## config.mk

```make
export PLATFORM = sky130hd
export DESIGN_NAME = psl_strap_led
export DESIGN_NICKNAME = d
export VERILOG_FILES = /design/src/design/psl_pkg.sv /design/src/design/psl_strap_led.sv /design/src/design/psl_pin_sync.sv
export SDC_FILE = /design/constraint.sdc
export NUM_CORES = 1
export LEC_CHECK = 0
export ABC_AREA = 0
export BUFFER_PORTS_ARGS = -buffer_cell sky130_fd_sc_hd__buf_2
export CAP_MARGIN = 20
export CELL_PAD_IN_SITES_DETAIL_PLACEMENT = 0
export CELL_PAD_IN_SITES_GLOBAL_PLACEMENT = 2
export CORE_ASPECT_RATIO = 0.5
export CORE_MARGIN = 2
export CORE_UTILIZATION = 31
export DETAILED_ROUTE_END_ITERATION = 10
export GPL_TIMING_DRIVEN = 1
export HOLD_SLACK_MARGIN = 0.06
export PLACE_DENSITY = 0.87
export SLEW_MARGIN = 20
export SYNTH_ARGS = -nofsm -noshare
export SYNTH_HDL_FRONTEND = slang
export SYNTH_SLANG_ARGS = --single-unit
```

## constraint.sdc

```tcl
create_clock -name clk_in -period 1.9 [get_ports clk_in]
set_clock_uncertainty 0.15 [all_clocks]
set_input_delay 0.095 -clock clk_in [delete_from_list [all_inputs] [get_ports clk_in]]
set_output_delay 0.095 -clock clk_in [all_outputs]
set_load 0.01 [all_outputs]
```

## src/design/psl_pkg.sv

```systemverilog
// constants shared by the strap and indicator logic
// assumes a 100 MHz core clock and word-aligned axi4-lite access
package psl_pkg;
  // clock and timing
  localparam int unsigned CLK_PERIOD_NS       = 10;
  localparam int unsigned HUNDRED_QUAL_US     = 500;
  localparam int unsigned HUNDRED_QUAL_CYCLES =
      (HUNDRED_QUAL_US * 1000 + CLK_PERIOD_NS - 1) / CLK_PERIOD_NS;
  localparam int unsigned BLINK_HALF_MS       = 50;
  localparam int unsigned BLINK_HALF_CYCLES   = (BLINK_HALF_MS * 1000000) / CLK_PERIOD_NS;
  localparam int unsigned STRAP_SETTLE_CYCLES = 8;
  localparam logic [3:0]  SETTLE_LAST         = 4'(STRAP_SETTLE_CYCLES - 1);

  // register indices, byte address is four times the index
  localparam logic [5:0] IDX_CTRL     = 6'h00;
  localparam logic [5:0] IDX_STRAP    = 6'h10;
  localparam logic [5:0] IDX_RESOLVED = 6'h11;
  localparam logic [5:0] IDX_LED_CFG  = 6'h13;
  localparam logic [5:0] IDX_LED_MODE = 6'h1a;

  // field positions
  localparam int unsigned CTRL_AN_EN_BIT     = 12;
  localparam int unsigned STRAP_SPEED_LO_BIT = 12;
  localparam int unsigned STRAP_SPEED_HI_BIT = 13;
  localparam int unsigned STRAP_DUPLEX_BIT   = 14;
  localparam int unsigned STRAP_AN_BIT       = 15;
  localparam int unsigned LED_REDUCED_BIT    = 5;
  localparam int unsigned LED_FOUR_BIT       = 0;

  // values after reset
  localparam logic CTRL_AN_EN_RST  = 1'h0;
  localparam logic LED_REDUCED_RST = 1'h0;
  localparam logic LED_FOUR_RST    = 1'h0;

  // bus responses
  localparam logic [1:0] RESP_OKAY   = 2'h0;
  localparam logic [1:0] RESP_SLVERR = 2'h2;

  // dual-purpose pin positions
  localparam int unsigned PIN_CNT      = 4;
  localparam int unsigned PIN_SPEED_LO = 0;
  localparam int unsigned PIN_SPEED_HI = 1;
  localparam int unsigned PIN_DUPLEX   = 2;
  localparam int unsigned PIN_AUTONEG  = 3;

  // speed strap patterns {high, low}
  localparam logic [1:0] SPD_TEN  = 2'h0;
  localparam logic [1:0] SPD_HUND = 2'h1;
  localparam logic [1:0] SPD_GIG  = 2'h2;
  localparam logic [1:0] SPD_RSVD = 2'h3;

  typedef enum logic [1:0] {
    PH_SETTLE = 2'h1,
    PH_LED    = 2'h2
  } psl_phase_t;
endpackage

```

## src/design/psl_strap_led.sv

```systemverilog
// strap capture, speed/duplex defaults and indicator drive on shared pins
// assumes an axi4-lite master and core status inputs on clk_in
// Operation
// - autoneg on: pattern 10 advertises gigabit, 01 adds 100, 00 all three
// - autoneg on, both speed straps high: advertise gigabit and 10 only
// - autoneg off: 10 forces gigabit, 01 forces 100, 00 forces 10, 11 reserved
// - low speed strap readable at bit 12 of strap status register
// - high speed strap readable at bit 13 of strap status register
// - activity indicator lights on idle error or packet transfer
// - standard mode: 10 Mbps indicator lights on good 10 Mbps link
// - reduced indicator modes chosen by led config bit 5 and mode bit 0
// - three-in-one merges all good links; four-in-one also merges activity
// - four-in-one: combined indicator steady on for link, flashing during activity; three-in-one stays steady
// - duplex strap 1 defaults full duplex, 0 restricts to half duplex
// - duplex strap readable at bit 14 of strap status register
// - 100 Mbps indicator lights after signal detect held 500 us
// - 100 Mbps indicator drops at once when signal detect drops
// - autoneg enable bit initialised from the autoneg strap
// - software write of control bit 12 overrides the strapped autoneg
// - autoneg strap readable at bit 15 of strap status register
// - gigabit indicator needs training, autoneg done, valid link, reliable rx
//
// The register addresses and register access over AXI4-Lite were chosen for this implementation.
module psl_strap_led
  import psl_pkg::*;
#(
  parameter int unsigned QUAL_CYCLES  = HUNDRED_QUAL_CYCLES,
  parameter int unsigned BLINK_CYCLES = BLINK_HALF_CYCLES
) (
  // clock and reset
  input  wire logic        clk_in,
  input  wire logic        rst_n_in,
  // axi4-lite write
  input  wire logic [7:0]  s_axi_awaddr_in,
  input  wire logic        s_axi_awvalid_in,
  output logic             s_axi_awready_out,
  input  wire logic [31:0] s_axi_wdata_in,
  input  wire logic [3:0]  s_axi_wstrb_in,
  input  wire logic        s_axi_wvalid_in,
  output logic             s_axi_wready_out,
  output logic [1:0]       s_axi_bresp_out,
  output logic             s_axi_bvalid_out,
  input  wire logic        s_axi_bready_in,
  // axi4-lite read
  input  wire logic [7:0]  s_axi_araddr_in,
  input  wire logic        s_axi_arvalid_in,
  output logic             s_axi_arready_out,
  output logic [31:0]      s_axi_rdata_out,
  output logic [1:0]       s_axi_rresp_out,
  output logic             s_axi_rvalid_out,
  input  wire logic        s_axi_rready_in,
  // dual-purpose pins: 0 speed low/activity, 1 speed high/10M, 2 duplex/100M, 3 autoneg/1G
  input  wire logic [3:0]  strap_led_pin_in,
  output logic [3:0]       strap_led_pin_out,
  output logic [3:0]       strap_led_pin_oe_out,
  // core status
  input  wire logic        idle_error_in,
  input  wire logic        packet_xfer_in,
  input  wire logic        link10_good_in,
  input  wire logic        signal_detect_in,
  input  wire logic        training_done_in,
  input  wire logic        autoneg_done_in,
  input  wire logic        gig_link_valid_in,
  input  wire logic        remote_rx_ok_in,
  // resolved configuration
  output logic             autoneg_enable_out,
  output logic [2:0]       advertise_out,
  output logic [2:0]       force_speed_out,
  output logic             full_duplex_default_out
);
  localparam logic [19:0] QUAL_LAST  = 20'(QUAL_CYCLES - 1);
  localparam logic [23:0] BLINK_LAST = 24'(BLINK_CYCLES - 1);

  psl_phase_t  phase_reg;
  psl_phase_t  phase_next;
  logic [3:0]  settle_cnt_reg;
  logic [3:0]  pin_level;
  logic [3:0]  strap_reg;
  logic        an_en_reg;
  logic        reduced_reg;
  logic        four_reg;
  logic [2:0]  advertise_reg;
  logic [2:0]  force_reg;
  logic        full_duplex_reg;
  logic [19:0] sd_cnt_reg;
  logic        link100_lit_reg;
  logic        gig_lit_reg;
  logic [23:0] blink_cnt_reg;
  logic        blink_phase_reg;
  logic        act_recent_reg;
  logic [3:0]  pin_out_reg;
  logic [3:0]  pin_oe_reg;
  logic        awready_reg;
  logic        wready_reg;
  logic        aw_hold_reg;
  logic        w_hold_reg;
  logic [7:0]  aw_addr_reg;
  logic [31:0] wdata_reg;
  logic [3:0]  wstrb_reg;
  logic        bvalid_reg;
  logic [1:0]  bresp_reg;
  logic        arready_reg;
  logic        rvalid_reg;
  logic [31:0] rdata_reg;
  logic [1:0]  rresp_reg;

  // pin synchronisers
  genvar gi;
  generate
    for (gi = 0; gi < PIN_CNT; gi++) begin : g_sync
      psl_pin_sync u_sync (
        .clk_in    (clk_in),
        .rst_n_in  (rst_n_in),
        .pin_in    (strap_led_pin_in[gi]),
        .level_out (pin_level[gi])
      );
    end
  endgenerate

  // strap phase: pins stay undriven until the straps are caught
  wire led_phase   = (phase_reg == PH_LED);
  wire settle_done = (settle_cnt_reg == SETTLE_LAST);
  wire capture     = (phase_reg == PH_SETTLE) && settle_done;

  always_comb begin
    phase_next = phase_reg;
    unique case (phase_reg)
      PH_SETTLE: if (settle_done) phase_next = PH_LED;
      PH_LED:    phase_next = PH_LED;
      default:   phase_next = PH_SETTLE;
    endcase
  end

  // write channel decode
  wire       aw_take  = s_axi_awvalid_in && awready_reg;
  wire       w_take   = s_axi_wvalid_in && wready_reg;
  wire       wr_fire  = aw_hold_reg && w_hold_reg && !bvalid_reg;
  wire       b_done   = bvalid_reg && s_axi_bready_in;
  wire [5:0] wr_idx   = aw_addr_reg[7:2];
  wire       wr_ctrl  = wr_fire && (wr_idx == IDX_CTRL);
  wire       wr_cfg   = wr_fire && (wr_idx == IDX_LED_CFG);
  wire       wr_mode  = wr_fire && (wr_idx == IDX_LED_MODE);
  wire       wr_map   = (wr_idx == IDX_CTRL) || (wr_idx == IDX_STRAP) ||
                        (wr_idx == IDX_RESOLVED) || (wr_idx == IDX_LED_CFG) ||
                        (wr_idx == IDX_LED_MODE);

  // read channel decode
  wire        ar_take = s_axi_arvalid_in && arready_reg;
  wire        r_done  = rvalid_reg && s_axi_rready_in;
  wire [5:0]  rd_idx  = s_axi_araddr_in[7:2];
  wire [31:0] strap_word =
      (32'(strap_reg[PIN_SPEED_LO]) << STRAP_SPEED_LO_BIT) |
      (32'(strap_reg[PIN_SPEED_HI]) << STRAP_SPEED_HI_BIT) |
      (32'(strap_reg[PIN_DUPLEX]) << STRAP_DUPLEX_BIT) |
      (32'(strap_reg[PIN_AUTONEG]) << STRAP_AN_BIT);
  wire [31:0] ctrl_word     = 32'(an_en_reg) << CTRL_AN_EN_BIT;
  wire [31:0] cfg_word      = 32'(reduced_reg) << LED_REDUCED_BIT;
  wire [31:0] mode_word     = 32'(four_reg) << LED_FOUR_BIT;
  wire [31:0] resolved_word = {21'h0, pin_out_reg, led_phase, force_reg, advertise_reg};
  wire        rd_map  = (rd_idx == IDX_CTRL) || (rd_idx == IDX_STRAP) ||
                        (rd_idx == IDX_RESOLVED) || (rd_idx == IDX_LED_CFG) ||
                        (rd_idx == IDX_LED_MODE);
  wire [31:0] rd_word = (rd_idx == IDX_CTRL)     ? ctrl_word :
                        (rd_idx == IDX_STRAP)    ? strap_word :
                        (rd_idx == IDX_RESOLVED) ? resolved_word :
                        (rd_idx == IDX_LED_CFG)  ? cfg_word :
                        (rd_idx == IDX_LED_MODE) ? mode_word : 32'h0;

  // speed and duplex resolution from the held straps
  wire [1:0] strap_speed = {strap_reg[PIN_SPEED_HI], strap_reg[PIN_SPEED_LO]};
  wire [2:0] adv_pattern = (strap_speed == SPD_GIG)  ? 3'h4 :
                           (strap_speed == SPD_HUND) ? 3'h6 :
                           (strap_speed == SPD_TEN)  ? 3'h7 :
                           3'h5;
  // reserved pattern forces nothing; the core keeps its own default
  wire [2:0] force_pattern = (strap_speed == SPD_GIG)  ? 3'h4 :
                             (strap_speed == SPD_HUND) ? 3'h2 :
                             (strap_speed == SPD_TEN)  ? 3'h1 : 3'h0;
  wire [2:0] advertise_next = (led_phase && an_en_reg) ? adv_pattern : 3'h0;
  wire [2:0] force_next     = (led_phase && !an_en_reg) ? force_pattern : 3'h0;
  wire       duplex_next    = led_phase && strap_reg[PIN_DUPLEX];

  // indicator sources
  wire activity    = idle_error_in || packet_xfer_in;
  wire blink_tick  = (blink_cnt_reg == BLINK_LAST);
  wire any_link    = link10_good_in || link100_lit_reg || gig_lit_reg;
  wire flash_off   = act_recent_reg && blink_phase_reg;
  wire combined    = four_reg ? (any_link && !flash_off) : any_link;
  wire ten_lit     = reduced_reg ? combined : link10_good_in;
  wire hund_lit    = !reduced_reg && link100_lit_reg;
  wire gig_lit     = !reduced_reg && gig_lit_reg;
  wire [3:0] led_lit = {gig_lit, hund_lit, ten_lit, act_recent_reg};
  wire sd_full     = (sd_cnt_reg >= QUAL_LAST);
  wire gig_ok      = training_done_in && autoneg_done_in &&
                     gig_link_valid_in && remote_rx_ok_in;

  // strap capture and control bits
  always_ff @(posedge clk_in or negedge rst_n_in) begin
    if (!rst_n_in) begin
      phase_reg      <= PH_SETTLE;
      settle_cnt_reg <= 4'h0;
      strap_reg      <= 4'h0;
      an_en_reg      <= CTRL_AN_EN_RST;
      reduced_reg    <= LED_REDUCED_RST;
      four_reg       <= LED_FOUR_RST;
    end else begin
      phase_reg <= phase_next;
      if (!settle_done) settle_cnt_reg <= settle_cnt_reg + 4'h1;
      if (capture) begin
        strap_reg <= pin_level;
        an_en_reg <= pin_level[PIN_AUTONEG];
      end else if (wr_ctrl && wstrb_reg[1]) begin
        an_en_reg <= wdata_reg[CTRL_AN_EN_BIT];
      end
      if (wr_cfg && wstrb_reg[0]) reduced_reg <= wdata_reg[LED_REDUCED_BIT];
      if (wr_mode && wstrb_reg[0]) four_reg <= wdata_reg[LED_FOUR_BIT];
    end
  end

  // resolved configuration outputs
  always_ff @(posedge clk_in or negedge rst_n_in) begin
    if (!rst_n_in) begin
      advertise_reg   <= 3'h0;
      force_reg       <= 3'h0;
      full_duplex_reg <= 1'h0;
    end else begin
      advertise_reg   <= advertise_next;
      force_reg       <= force_next;
      full_duplex_reg <= duplex_next;
    end
  end

  // link qualification and blink timing
  always_ff @(posedge clk_in or negedge rst_n_in) begin
    if (!rst_n_in) begin
      sd_cnt_reg      <= 20'h0;
      link100_lit_reg <= 1'h0;
      gig_lit_reg     <= 1'h0;
      blink_cnt_reg   <= 24'h0;
      blink_phase_reg <= 1'h0;
      act_recent_reg  <= 1'h0;
    end else begin
      if (!signal_detect_in) sd_cnt_reg <= 20'h0;
      else if (!sd_full) sd_cnt_reg <= sd_cnt_reg + 20'h1;
      link100_lit_reg <= signal_detect_in && sd_full;
      gig_lit_reg     <= gig_ok;
      blink_cnt_reg   <= blink_tick ? 24'h0 : blink_cnt_reg + 24'h1;
      if (blink_tick) blink_phase_reg <= !blink_phase_reg;
      // stretched so a single-cycle event is still visible; new event wins over expiry
      if (activity) act_recent_reg <= 1'h1;
      else if (blink_tick) act_recent_reg <= 1'h0;
    end
  end

  // pin drive
  always_ff @(posedge clk_in or negedge rst_n_in) begin
    if (!rst_n_in) begin
      pin_out_reg <= 4'h0;
      pin_oe_reg  <= 4'h0;
    end else begin
      pin_out_reg <= led_phase ? led_lit : 4'h0;
      pin_oe_reg  <= {4{phase_next == PH_LED}};
    end
  end

  // axi4-lite write path
  always_ff @(posedge clk_in or negedge rst_n_in) begin
    if (!rst_n_in) begin
      awready_reg <= 1'h1;
      wready_reg  <= 1'h1;
      aw_hold_reg <= 1'h0;
      w_hold_reg  <= 1'h0;
      aw_addr_reg <= 8'h0;
      wdata_reg   <= 32'h0;
      wstrb_reg   <= 4'h0;
      bvalid_reg  <= 1'h0;
      bresp_reg   <= RESP_OKAY;
    end else begin
      if (aw_take) begin
        aw_addr_reg <= s_axi_awaddr_in;
        aw_hold_reg <= 1'h1;
        awready_reg <= 1'h0;
      end else if (wr_fire) begin
        aw_hold_reg <= 1'h0;
      end
      if (w_take) begin
        wdata_reg  <= s_axi_wdata_in;
        wstrb_reg  <= s_axi_wstrb_in;
        w_hold_reg <= 1'h1;
        wready_reg <= 1'h0;
      end else if (wr_fire) begin
        w_hold_reg <= 1'h0;
      end
      if (wr_fire) begin
        bvalid_reg <= 1'h1;
        bresp_reg  <= wr_map ? RESP_OKAY : RESP_SLVERR;
      end else if (b_done) begin
        bvalid_reg  <= 1'h0;
        awready_reg <= 1'h1;
        wready_reg  <= 1'h1;
      end
    end
  end

  // axi4-lite read path
  always_ff @(posedge clk_in or negedge rst_n_in) begin
    if (!rst_n_in) begin
      arready_reg <= 1'h1;
      rvalid_reg  <= 1'h0;
      rdata_reg   <= 32'h0;
      rresp_reg   <= RESP_OKAY;
    end else if (ar_take) begin
      arready_reg <= 1'h0;
      rvalid_reg  <= 1'h1;
      rdata_reg   <= rd_word;
      rresp_reg   <= rd_map ? RESP_OKAY : RESP_SLVERR;
    end else if (r_done) begin
      arready_reg <= 1'h1;
      rvalid_reg  <= 1'h0;
    end
  end

  assign s_axi_awready_out       = awready_reg;
  assign s_axi_wready_out        = wready_reg;
  assign s_axi_bresp_out         = bresp_reg;
  assign s_axi_bvalid_out        = bvalid_reg;
  assign s_axi_arready_out       = arready_reg;
  assign s_axi_rdata_out         = rdata_reg;
  assign s_axi_rresp_out         = rresp_reg;
  assign s_axi_rvalid_out        = rvalid_reg;
  assign strap_led_pin_out       = pin_out_reg;
  assign strap_led_pin_oe_out    = pin_oe_reg;
  assign autoneg_enable_out      = an_en_reg;
  assign advertise_out           = advertise_reg;
  assign force_speed_out         = force_reg;
  assign full_duplex_default_out = full_duplex_reg;
endmodule

```

## src/design/psl_pin_sync.sv

```systemverilog
// three-stage synchroniser for one board pin
// assumes the pin is asynchronous to clk_in
module psl_pin_sync
  import psl_pkg::*;
(
  // clock and reset
  input  wire logic clk_in,
  input  wire logic rst_n_in,
  // pin and clean level
  input  wire logic pin_in,
  output logic      level_out
);
  logic s1_reg;
  logic s2_reg;
  logic s3_reg;
  logic level_reg;

  // level moves only once the last two stages agree
  always_ff @(posedge clk_in or negedge rst_n_in) begin
    if (!rst_n_in) begin
      s1_reg    <= 1'h0;
      s2_reg    <= 1'h0;
      s3_reg    <= 1'h0;
      level_reg <= 1'h0;
    end else begin
      s1_reg <= pin_in;
      s2_reg <= s1_reg;
      s3_reg <= s2_reg;
      if (s2_reg == s3_reg) begin
        level_reg <= s3_reg;
      end
    end
  end

  assign level_out = level_reg;
endmodule

```

# Word level (Yosys, flattened, before mapping)
# Cells that the tools add are included.
totals:
  out_inout_bits: 57
  register_bits: 155
  word_cells: 165
  in_bits: 71
op_classes:
  n_reduce_logical: 50
  addsub: 3
  magnitude_cmp: 1
  n_mux: 42
  eq_ne: 20
  bitwise: 3
op_table:
  columns: ["operator", "count"]
  rows:
  - ["== test 6 x 5 -> 1 bit (second input constant)", 8]
  - ["two-way mux 20 bit", 2]
  - ["two-way mux 16 bit", 2]
  - ["logical AND 1 bit", 25]
  - ["adder 24 x 1 -> 24 bit (second input constant)", 1]
  - ["== test 24 x 23 -> 1 bit (second input constant)", 1]
  - ["two-way mux 24 bit", 1]
  - ["two-way mux 1 bit", 23]
  - ["adder 20 x 1 -> 20 bit (second input constant)", 1]
  - [">= comparator 20 x 16 -> 1 bit (second input constant)", 1]
  - ["bitwise OR 15 x 16 -> 16 bit", 1]
  - ["bitwise OR 14 x 15 -> 15 bit", 1]
  - ["two-way mux 2 bit", 7]
  - ["bitwise OR 13 x 14 -> 14 bit", 1]
  - ["zero test 6 bit", 2]
  - ["nonzero test 2 bit", 6]
  - ["logical OR 1 bit", 11]
  - ["two-way mux 11 bit", 1]
  - ["two-way mux 3 bit", 3]
  - ["== test 2 bit (second input constant)", 3]
  - ["two-way mux 6 bit", 1]
  - ["zero test 1 bit", 5]
  - ["adder 4 x 1 -> 4 bit (second input constant)", 1]
  - ["== test 1 bit", 4]
  - ["6 further kinds", 7]

# Depth between registers and ports, before layout
# Gate-level depths: netlist of the first run.
logic_depth:
  word_depth: 6
  depth_mapped: 7
  mapped_depth_nobuf: 5

# Cells and area by module
# From an unflattened synthesis of the first run, not the netlist that was laid out.
hier_totals:
  hier_cells: 457
  area_unflattened_um2: 5373.9
modules_own_cells:
  columns: ["module", "cells_each", "seq_area_each_um2", "area_each_um2", "n_inst"]
  rows:
  - ["psl_strap_led", 437, 2707.6, 4928.5, 1]
  - ["psl_pin_sync", 5, 100.1, 111.4, 4]

# Worst setup path after synthesis of the first run
# OpenSTA, ideal clock, no wires.
synth_path:
  path_type: "register -> register"
  start: "reg blink_cnt_reg[0]"
  end: "reg blink_cnt_reg[14]"
  synth_period_minus_slack_ps: 2015
  arrival_time_ps: 1787
  setup_time_ps: 77
  stages_incl_launch_ff: 7
  t_required_ps: 1673
  n_path_buf: 1
  setup_slack_ps: -115
  path_cell_list: "dfrtp_1 > ha_1 > nand2_1 > or4b_1 > clkbuf_1 > or3_1 > a21oi_1"
synth_between:
  elab_chain_cells: 2
  elab_cells_between_ends: 3
  classes_between: "add/sub: 1; eq/ne: 1; mux: 1"
synth_rtl:
  columns: ["element", "line", "source"]
  rows:
  - ["start, declared", "psl_strap_led.sv:88", "logic [23:0] blink_cnt_reg;"]
  - ["start signal, assigned", "psl_strap_led.sv:247", "blink_cnt_reg <= blink_tick ? 24'h0 : blink_cnt_reg + 24'h1;"]
  - ["adder 24 x 1 -> 24 bit or == test 24 x 23 -> 1 bit (tied branches)", "psl_strap_led.sv:247, psl_strap_led.sv:185", null]
  - ["two-way mux 24 bit (*)", "psl_strap_led.sv:247", null]
# Mark *: on every way between the ends. The rest lies on a longest branch, timed or not.
# A chain may end at the register's enable or synchronous reset.

# Worst setup path in the final report of the first run
layout_path:
  start: "reg sd_cnt_reg[11]"
  end: "reg sd_cnt_reg[14]"
layout_between:
  elab_chain_cells: 3
  elab_cells_between_ends: 5
  classes_between: "add/sub: 1; order compare: 1; eq/ne: 1; mux: 2"
layout_rtl:
  columns: ["element", "line", "source"]
  rows:
  - ["start, declared", "psl_strap_led.sv:85", "logic [19:0] sd_cnt_reg;"]
  - ["start signal, assigned", "psl_strap_led.sv:244", "else if (!sd_full) sd_cnt_reg <= sd_cnt_reg + 20'h1;"]
  - ["adder 20 x 1 -> 20 bit", "psl_strap_led.sv:244", null]
  - ["two-way mux 20 bit", "psl_strap_led.sv:244", null]
  - ["two-way mux 20 bit", "psl_strap_led.sv:243", "if (!signal_detect_in) sd_cnt_reg <= 20'h0;"]
# Parallel ways exist; a longest one is shown, timed or not. The select of a mux whose other input is x is not followed.

==> impl_metrics.yaml, run 1 <==
outcome:
  status: "complete, but fails checks"
  violations: "setup timing"
route:
  drc_errors: 0
  wl_per_cell_um: 13.5
  wl_mm: 12.1
  dr.pass1.iters: 5
  first_iter_violations: 157
  vias: 4148
  via_per_inst: 4.61
  ant_nets: 0
synth:
  syn_area_per_cell_um2: 11.3
  synth_ff_type: "dfrtp_1"
  ys_seq_elements: 124
  synthCells: 483
  ys_seq_area_share_pct: 57.0
  ys_warn_count: 0
  synth_area_um2: 5450
  synthArstFlopShare_pct: 100
  synth_area_leader_cell: "dfrtp_1"
  synth_area_leaders: "dfrtp_1, mux2_2, nand2_1"
  yosys.area.top_type_share_pct: 55.1
  synth_edf_count: 0
  synth_cell_types: 51
global_routing:
  grt_pass1_wl_mm: 20.5
  grt_max_degree: 38
  track_usage_pct: 13.6
  antenna_found_initial: 0
  busiest_layer: "met2"
  grt_pass1_vias: 4263
  grt_overflow_total: 0
  met2_usage_pct: 22.2
  grtUsageMet3_pct: 2.84
  use_met1_pct: 18.0
timing:
  maxSlewHeadroom_pct: 56.1
  finalSetupViolCount: 8
  fin_crit_sh_pct: 103
  min_period_ns: 1.96
  final_max_slew_viol_count: 0
  max_freq_ghz: 0.510
  worst_slack_ns: -0.0606
  finalHoldViolations: 0
  worstMarginPinSlew_ns: 0.659
  rsz0062_at_grt: "yes"
critical_path:
  reg2reg_from: "sd_cnt_reg[11]"
  worstPathArrival_ns: 2.14
  crit_chain: "nor4_4, o2111ai_2, buf_6, or4_4, a21oi_2"
  r2r_slack_ns: -0.06
  critPathCaptureType: "flop"
  cp_max_fo: 6
  startpoint_type: "flop"
  max_stage_delay_ns: 0.50
  critical_path.top_delay_family: "simple AND/OR/NAND/NOR gates"
  critPathBufInv: 1
  r2r-end: "sd_cnt_reg[14]"
  r2r_cells: 5
  crit_slowest_cell: "or4_4"
  worstSetupPathType: "flop to flop"
  worst_ep_required_time_ns: 2.08
clocking:
  cts_buffers: 17
  clock-sinks: 124
  clockBufferDepth: 2
  clock_latency_ns: 0.40
  cts_tree: "yes"
  clk_pin_slew_ns: 0.05
  htreeDepth: 4
  cts-root-buf: "clkbuf_16"
place:
  placed_area_um2: 6340
  gp_congestion: 0.798
  dp_slack_ns: -0.0734
  dpl.hpwl_mm: 8.03
  dp_cells: 821
  io_buffers: 73
final_layout:
  largest_reg_flops: 24
  syn2layout_area_growth_pct: 38.3
  num_antenna_cells: 0
  drive_above_1_share_pct: 30.8
  final_common_cell: "dfrtp_1"
  instances_no_fill: 900
  stdcell_area_um2: 7540
  nets: 733
  mostFrequentLayoutCells: "dfrtp_1, buf_2, buf_4, nand2_1, dlygate4sd3_1"
die:
  fp-row-count: 34
  die_w_um: 192
  initial_utilization_pct: 31.5
  dieHeight_um: 97.8
  dieArea_um2: 18700
  ios: 128
  core_area_um2: 17300
pwr:
  power.density_nw_per_um2: 937
  power.total_uw: 7070
  ir_drop_mv: 0.597
  p_leak_uw: 0.00350
min_path:
  min_path_type: "input pin to async pin"
run:
  cap_violations: 0
[cells in the mapped netlist, types with 3 or more instances]
| master | instances |
|---|---|
| nor2b_1 | 4 |
| dfstp_2 | 4 |
| buf_4 | 22 |
| xnor2_1 | 6 |
| nor2_1 | 19 |
| mux2_2 | 18 |
| ha_1 | 9 |
| and3_1 | 4 |
| and2_1 | 10 |
| a211oi_1 | 4 |
| clkbuf_1 | 8 |
| maj3_1 | 4 |
| dfrtp_1 | 120 |
| nand4_1 | 9 |
| nor3b_1 | 3 |
| and4_1 | 5 |
| o31ai_1 | 9 |
| nand2_1 | 45 |
| or4_1 | 7 |
| o21ai_0 | 21 |
| nand3_1 | 21 |
| nor4_1 | 9 |
| mux2i_1 | 14 |
| a22o_1 | 10 |
| nand2b_1 | 6 |
| inv_1 | 22 |
| nor3_1 | 8 |
| xor2_1 | 12 |
| nand3b_1 | 3 |
| a21oi_1 | 16 |
| nor4b_1 | 3 |
| or3_1 | 5 |
[metrics by stage]
step           hold slack (ns)  utilization, %  setup TNS [ns]
2_1_floorplan           -0.351               -          -0.205
3_3_place_gp           -0.0980            36.6          -0.137
3_5_place_dp           -0.0927            36.6          -0.359
4_1_cts                  0.117            42.8         -0.0796
5_1_grt                  0.132            43.6           -1.27
6_report                 0.103            43.6          -0.299
[logic make-up after synthesis]
family          share of synthesized area [%]
mux                                      6.29
simple gates                             17.1
other cells                            0.0688
fa+ha+maj                                2.80
buf+inv                                  5.60
flops                                    57.0
compound gates                           8.24
xor+xnor                                 2.89
[worst min-delay path, stage by stage]
cell and delay (ns):
dlygate4sd3_1 0.52, buf_4 0.18, buf_12 0.20
[how the worst max path moves through the flow]
stage	from	endpoint	slack, ns	depth (start not counted)
floorplan	sd_cnt_reg[8]	sd_cnt_reg[10]	-0.06	7
global placement	sd_cnt_reg[12]	sd_cnt_reg[11]	-0.05	5
detailed placement	sd_cnt_reg[12]	sd_cnt_reg[13]	-0.07	5
CTS	sd_cnt_reg[19]	sd_cnt_reg[12]	-0.03	5
global route	sd_cnt_reg[11]	sd_cnt_reg[10]	-0.14	5
finish	sd_cnt_reg[11]	sd_cnt_reg[14]	-0.06	5
[power breakdown]
group / total (µW) / internal [µW] / leakage, µW / switching [µW]
registers: 3090 / 2900 / 0.00157 / 192
logic: 735 / 381 / 0.00163 / 354
clock network: 3240 / 2120 / 0.000288 / 1120
total: 7070 / 5400 / 0.00350 / 1660
[repair_timing]
| item | CTS | global route |
|---|---|---|
| gates cloned | 0 | 1 |
| endpoints found under the setup margin | 8 | 33 |
| setup buffers | 3 | 2 |
| hold endpoints to repair | 164 | 0 |
| hold buffers | 42 | 0 |
| pin swaps | 2 | 14 |
| resized for setup | 3 | 31 |
[final cells by class]
type | count | area [µm²]
Sequential cell | 124 | 3110
Tap cell | 234 | 293
Inverter | 22 | 82.6
Multi-Input combinational cell | 322 | 2260
Fill cell | 1607 | 9770
Clock inverter | 8 | 118
Clock buffer | 24 | 472
Timing Repair Buffer | 166 | 1210
[layer usage]
metal	part of all wire, %	up-vias
li1	-	2029
met1	48	2026
met2	48	85
met3	4.0	8
met4	0.82	0
met5	0	-
Power figures use the tool's default switching activity.
==> run 2: changes to the inputs <==
--- a/config.mk
+++ b/config.mk
@@ -8,15 +8,13 @@
 export ABC_AREA = 0
 export BUFFER_PORTS_ARGS = -buffer_cell sky130_fd_sc_hd__buf_2
 export CAP_MARGIN = 20
-export CELL_PAD_IN_SITES_DETAIL_PLACEMENT = 0
-export CELL_PAD_IN_SITES_GLOBAL_PLACEMENT = 2
 export CORE_ASPECT_RATIO = 0.5
 export CORE_MARGIN = 2
-export CORE_UTILIZATION = 31
+export CORE_UTILIZATION = 45
 export DETAILED_ROUTE_END_ITERATION = 10
 export GPL_TIMING_DRIVEN = 1
 export HOLD_SLACK_MARGIN = 0.06
-export PLACE_DENSITY = 0.87
+export PLACE_DENSITY = 0.82
 export SLEW_MARGIN = 20
 export SYNTH_ARGS = -nofsm -noshare
 export SYNTH_HDL_FRONTEND = slang
==> run 2 against run 1 <==
The flow still finishes with violations (setup timing). Non-clock buffer count fell by 9. Clock power is essentially flat. Core utilization up 19 points. Maximum frequency shrank 0.30%. Via count up 6.8%. Global-route usage increased by 7.9 points. Sequential share of layout area grew 1.1 points. Cell count decreased by 8.8%. Worst hold slack better by 0.020 ns. Register-to-register slack barely moved. Design area fell by 2.7%. Largest cell class unchanged.
==> impl_metrics.yaml, run 2 (synthesized netlist as in run 1, its figures left out) <==
outcome:
  status: "complete, but fails checks"
  violations: "setup timing"
critical_path:
  crit_top_cell: "buf_4"
  critPathCaptureType: "flop"
  cp_max_fo: 11
  critical_path.top_delay_family: "simple AND/OR/NAND/NOR gates"
  critPathBufInv: 2
  worstSetupPathType: "flop to flop"
  crit_slowest_cell: "dfrtp_1"
  crit_chain: "nor4_4, o2111ai_1, buf_4, buf_4, or3_1, a21oi_1"
  max_stage_delay_ns: 0.41
  worst_ep_required_time_ns: 2.08
  worstPathArrival_ns: 2.15
  startpoint_type: "flop"
timing:
  worstMarginPinSlew_ns: 0.631
  fin_hold_ws_ns: 0.122
  rsz0062_at_grt: "yes"
  final_max_slew_viol_count: 0
  fin_crit_sh_pct: 103
  max_freq_ghz: 0.509
  maxSlewHeadroom_pct: 57.9
  min_period_ns: 1.97
  worst_slack_ns: -0.0665
  finalHoldViolations: 0
  finalSetupViolCount: 8
route:
  wl_per_cell_um: 16.7
  wl_mm: 13.7
  first_iter_violations: 340
  dr.pass1.iters: 5
  vias: 4429
  ant_nets: 0
  drc_errors: 0
  via_per_inst: 5.39
die:
  dieArea_um2: 13100
  initial_utilization_pct: 46.2
  ios: 128
  dieHeight_um: 81.8
  fp-row-count: 28
  core_area_um2: 11800
  die_w_um: 160
pwr:
  power.density_nw_per_um2: 971
  ir_drop_mv: 0.647
  p_leak_uw: 0.00347
  power.total_uw: 7130
final_layout:
  drive_above_1_share_pct: 29.1
  nets: 724
  largest_reg_flops: 24
  final_common_cell: "dfrtp_1"
  mostFrequentLayoutCells: "dfrtp_1, buf_2, nand2_1, buf_4, dlygate4sd3_1"
  syn2layout_area_growth_pct: 34.7
  num_antenna_cells: 0
place:
  io_buffers: 73
  gp_congestion: 0.807
  dpl.hpwl_mm: 7.89
global_routing:
  grt_pass1_wl_mm: 21.8
  antenna_found_initial: 0
  grt_pass1_vias: 4365
  grt_overflow_total: 0
  grt_max_degree: 40
  track_usage_pct: 21.5
clocking:
  htreeDepth: 4
  clock_latency_ns: 0.41
  clk_pin_slew_ns: 0.05
  cts_tree: "yes"
  clock-sinks: 124
  cts-root-buf: "clkbuf_16"
  clockBufferDepth: 2
  cts_buffers: 17
min_path:
  min_path_type: "input pin to async pin"
run:
  cap_violations: 0
-- run 2: cell types whose count changed in the layout (fill, tap and decap cells not counted), sizes merged --
cell	previous run	this run
clkinv	4	5
clkbuf	24	23
buf	125	118
clkinvlp	1	0
dlygate4sd3	40	38
-- run 2: timing repair --
| item | in CTS | in global routing |
|---|---|---|
| gates resized for setup | 3 | 28 |
| pin swaps | 1 | 7 |
| endpoints found under the setup margin | 10 | 30 |
| hold buffers | 40 | 0 |
| endpoints found under the hold margin | 167 | 0 |
| setup buffers | 0 | 1 |
-- run 2: worst paths after layout --
check                           depth (start not counted)                      end  slack, ns               startpoint
worst max-delay path                                    6            sd_cnt_reg[8]      -0.07           sd_cnt_reg[11]
worst min-delay path                                    2        s_axi_arready_out       0.12                 rst_n_in
worst max register to register                          6            sd_cnt_reg[8]      -0.07           sd_cnt_reg[11]
worst min register to register                          0  g_sync[2].u_sync.s2_reg       0.21  g_sync[2].u_sync.s1_reg
max in group asynchronous                               3         blink_cnt_reg[9]       0.96                 rst_n_in
min in group clk_in                                     2  g_sync[2].u_sync.s1_reg       0.17      strap_led_pin_in[2]
-- run 2: area by class of cell --
type                            instances  area, µm²
Multi-Input combinational cell        322       2230
Sequential cell                       124       3110
Clock inverter                          8        115
Timing Repair Buffer                  157       1130
Inverter                               22       82.6
Tap cell                              165        206
Clock buffer                           23        478
Fill cell                             830       4460
-- run 2: power breakdown --
part	internal, µW	total [µW]	switching [µW]
sequential	2900	3130	228
combinational	371	736	365
clock	2150	3270	1120
total	5420	7130	1720
-- run 2: worst register-to-register path, delay by kind of cell (launching register included) --
| kind | cells | cell delay [ns] |
|---|---|---|
| DFF | 1 | 0.41 |
| AOI/OAI and AO/OA | 2 | 0.31 |
| buffers and inverters | 2 | 0.34 |
| and+or+nand+nor | 2 | 0.69 |
-- run 2: metrics by stage --
stage	setup WS, ns	std cells	utilization (%)	setup TNS [ns]	instance area [µm²]
finish	-0.0665	821	62.2	-0.320	7340
global placement	-0.00313	749	52.8	-0.00313	6240
global route	-0.125	821	62.2	-0.869	7340
detailed placement	-0.0740	749	52.8	-0.204	6240
floorplan	-0.0626	501	-	-0.205	5540
CTS	-0.0300	820	61.4	-0.143	7250
-- run 2: per-layer routing --
layer / global-route usage, % / up-vias / share of wire (%) / wire length, µm
met4: 9.55 / 0 / 1.8 / 248
met2: 37.4 / 183 / 50 / 6890
met1: 25.9 / 2215 / 42 / 5710
li1: - / 1999 / - / -
met3: 5.51 / 32 / 6.1 / 840
met5: 0 / - / 0 / 0
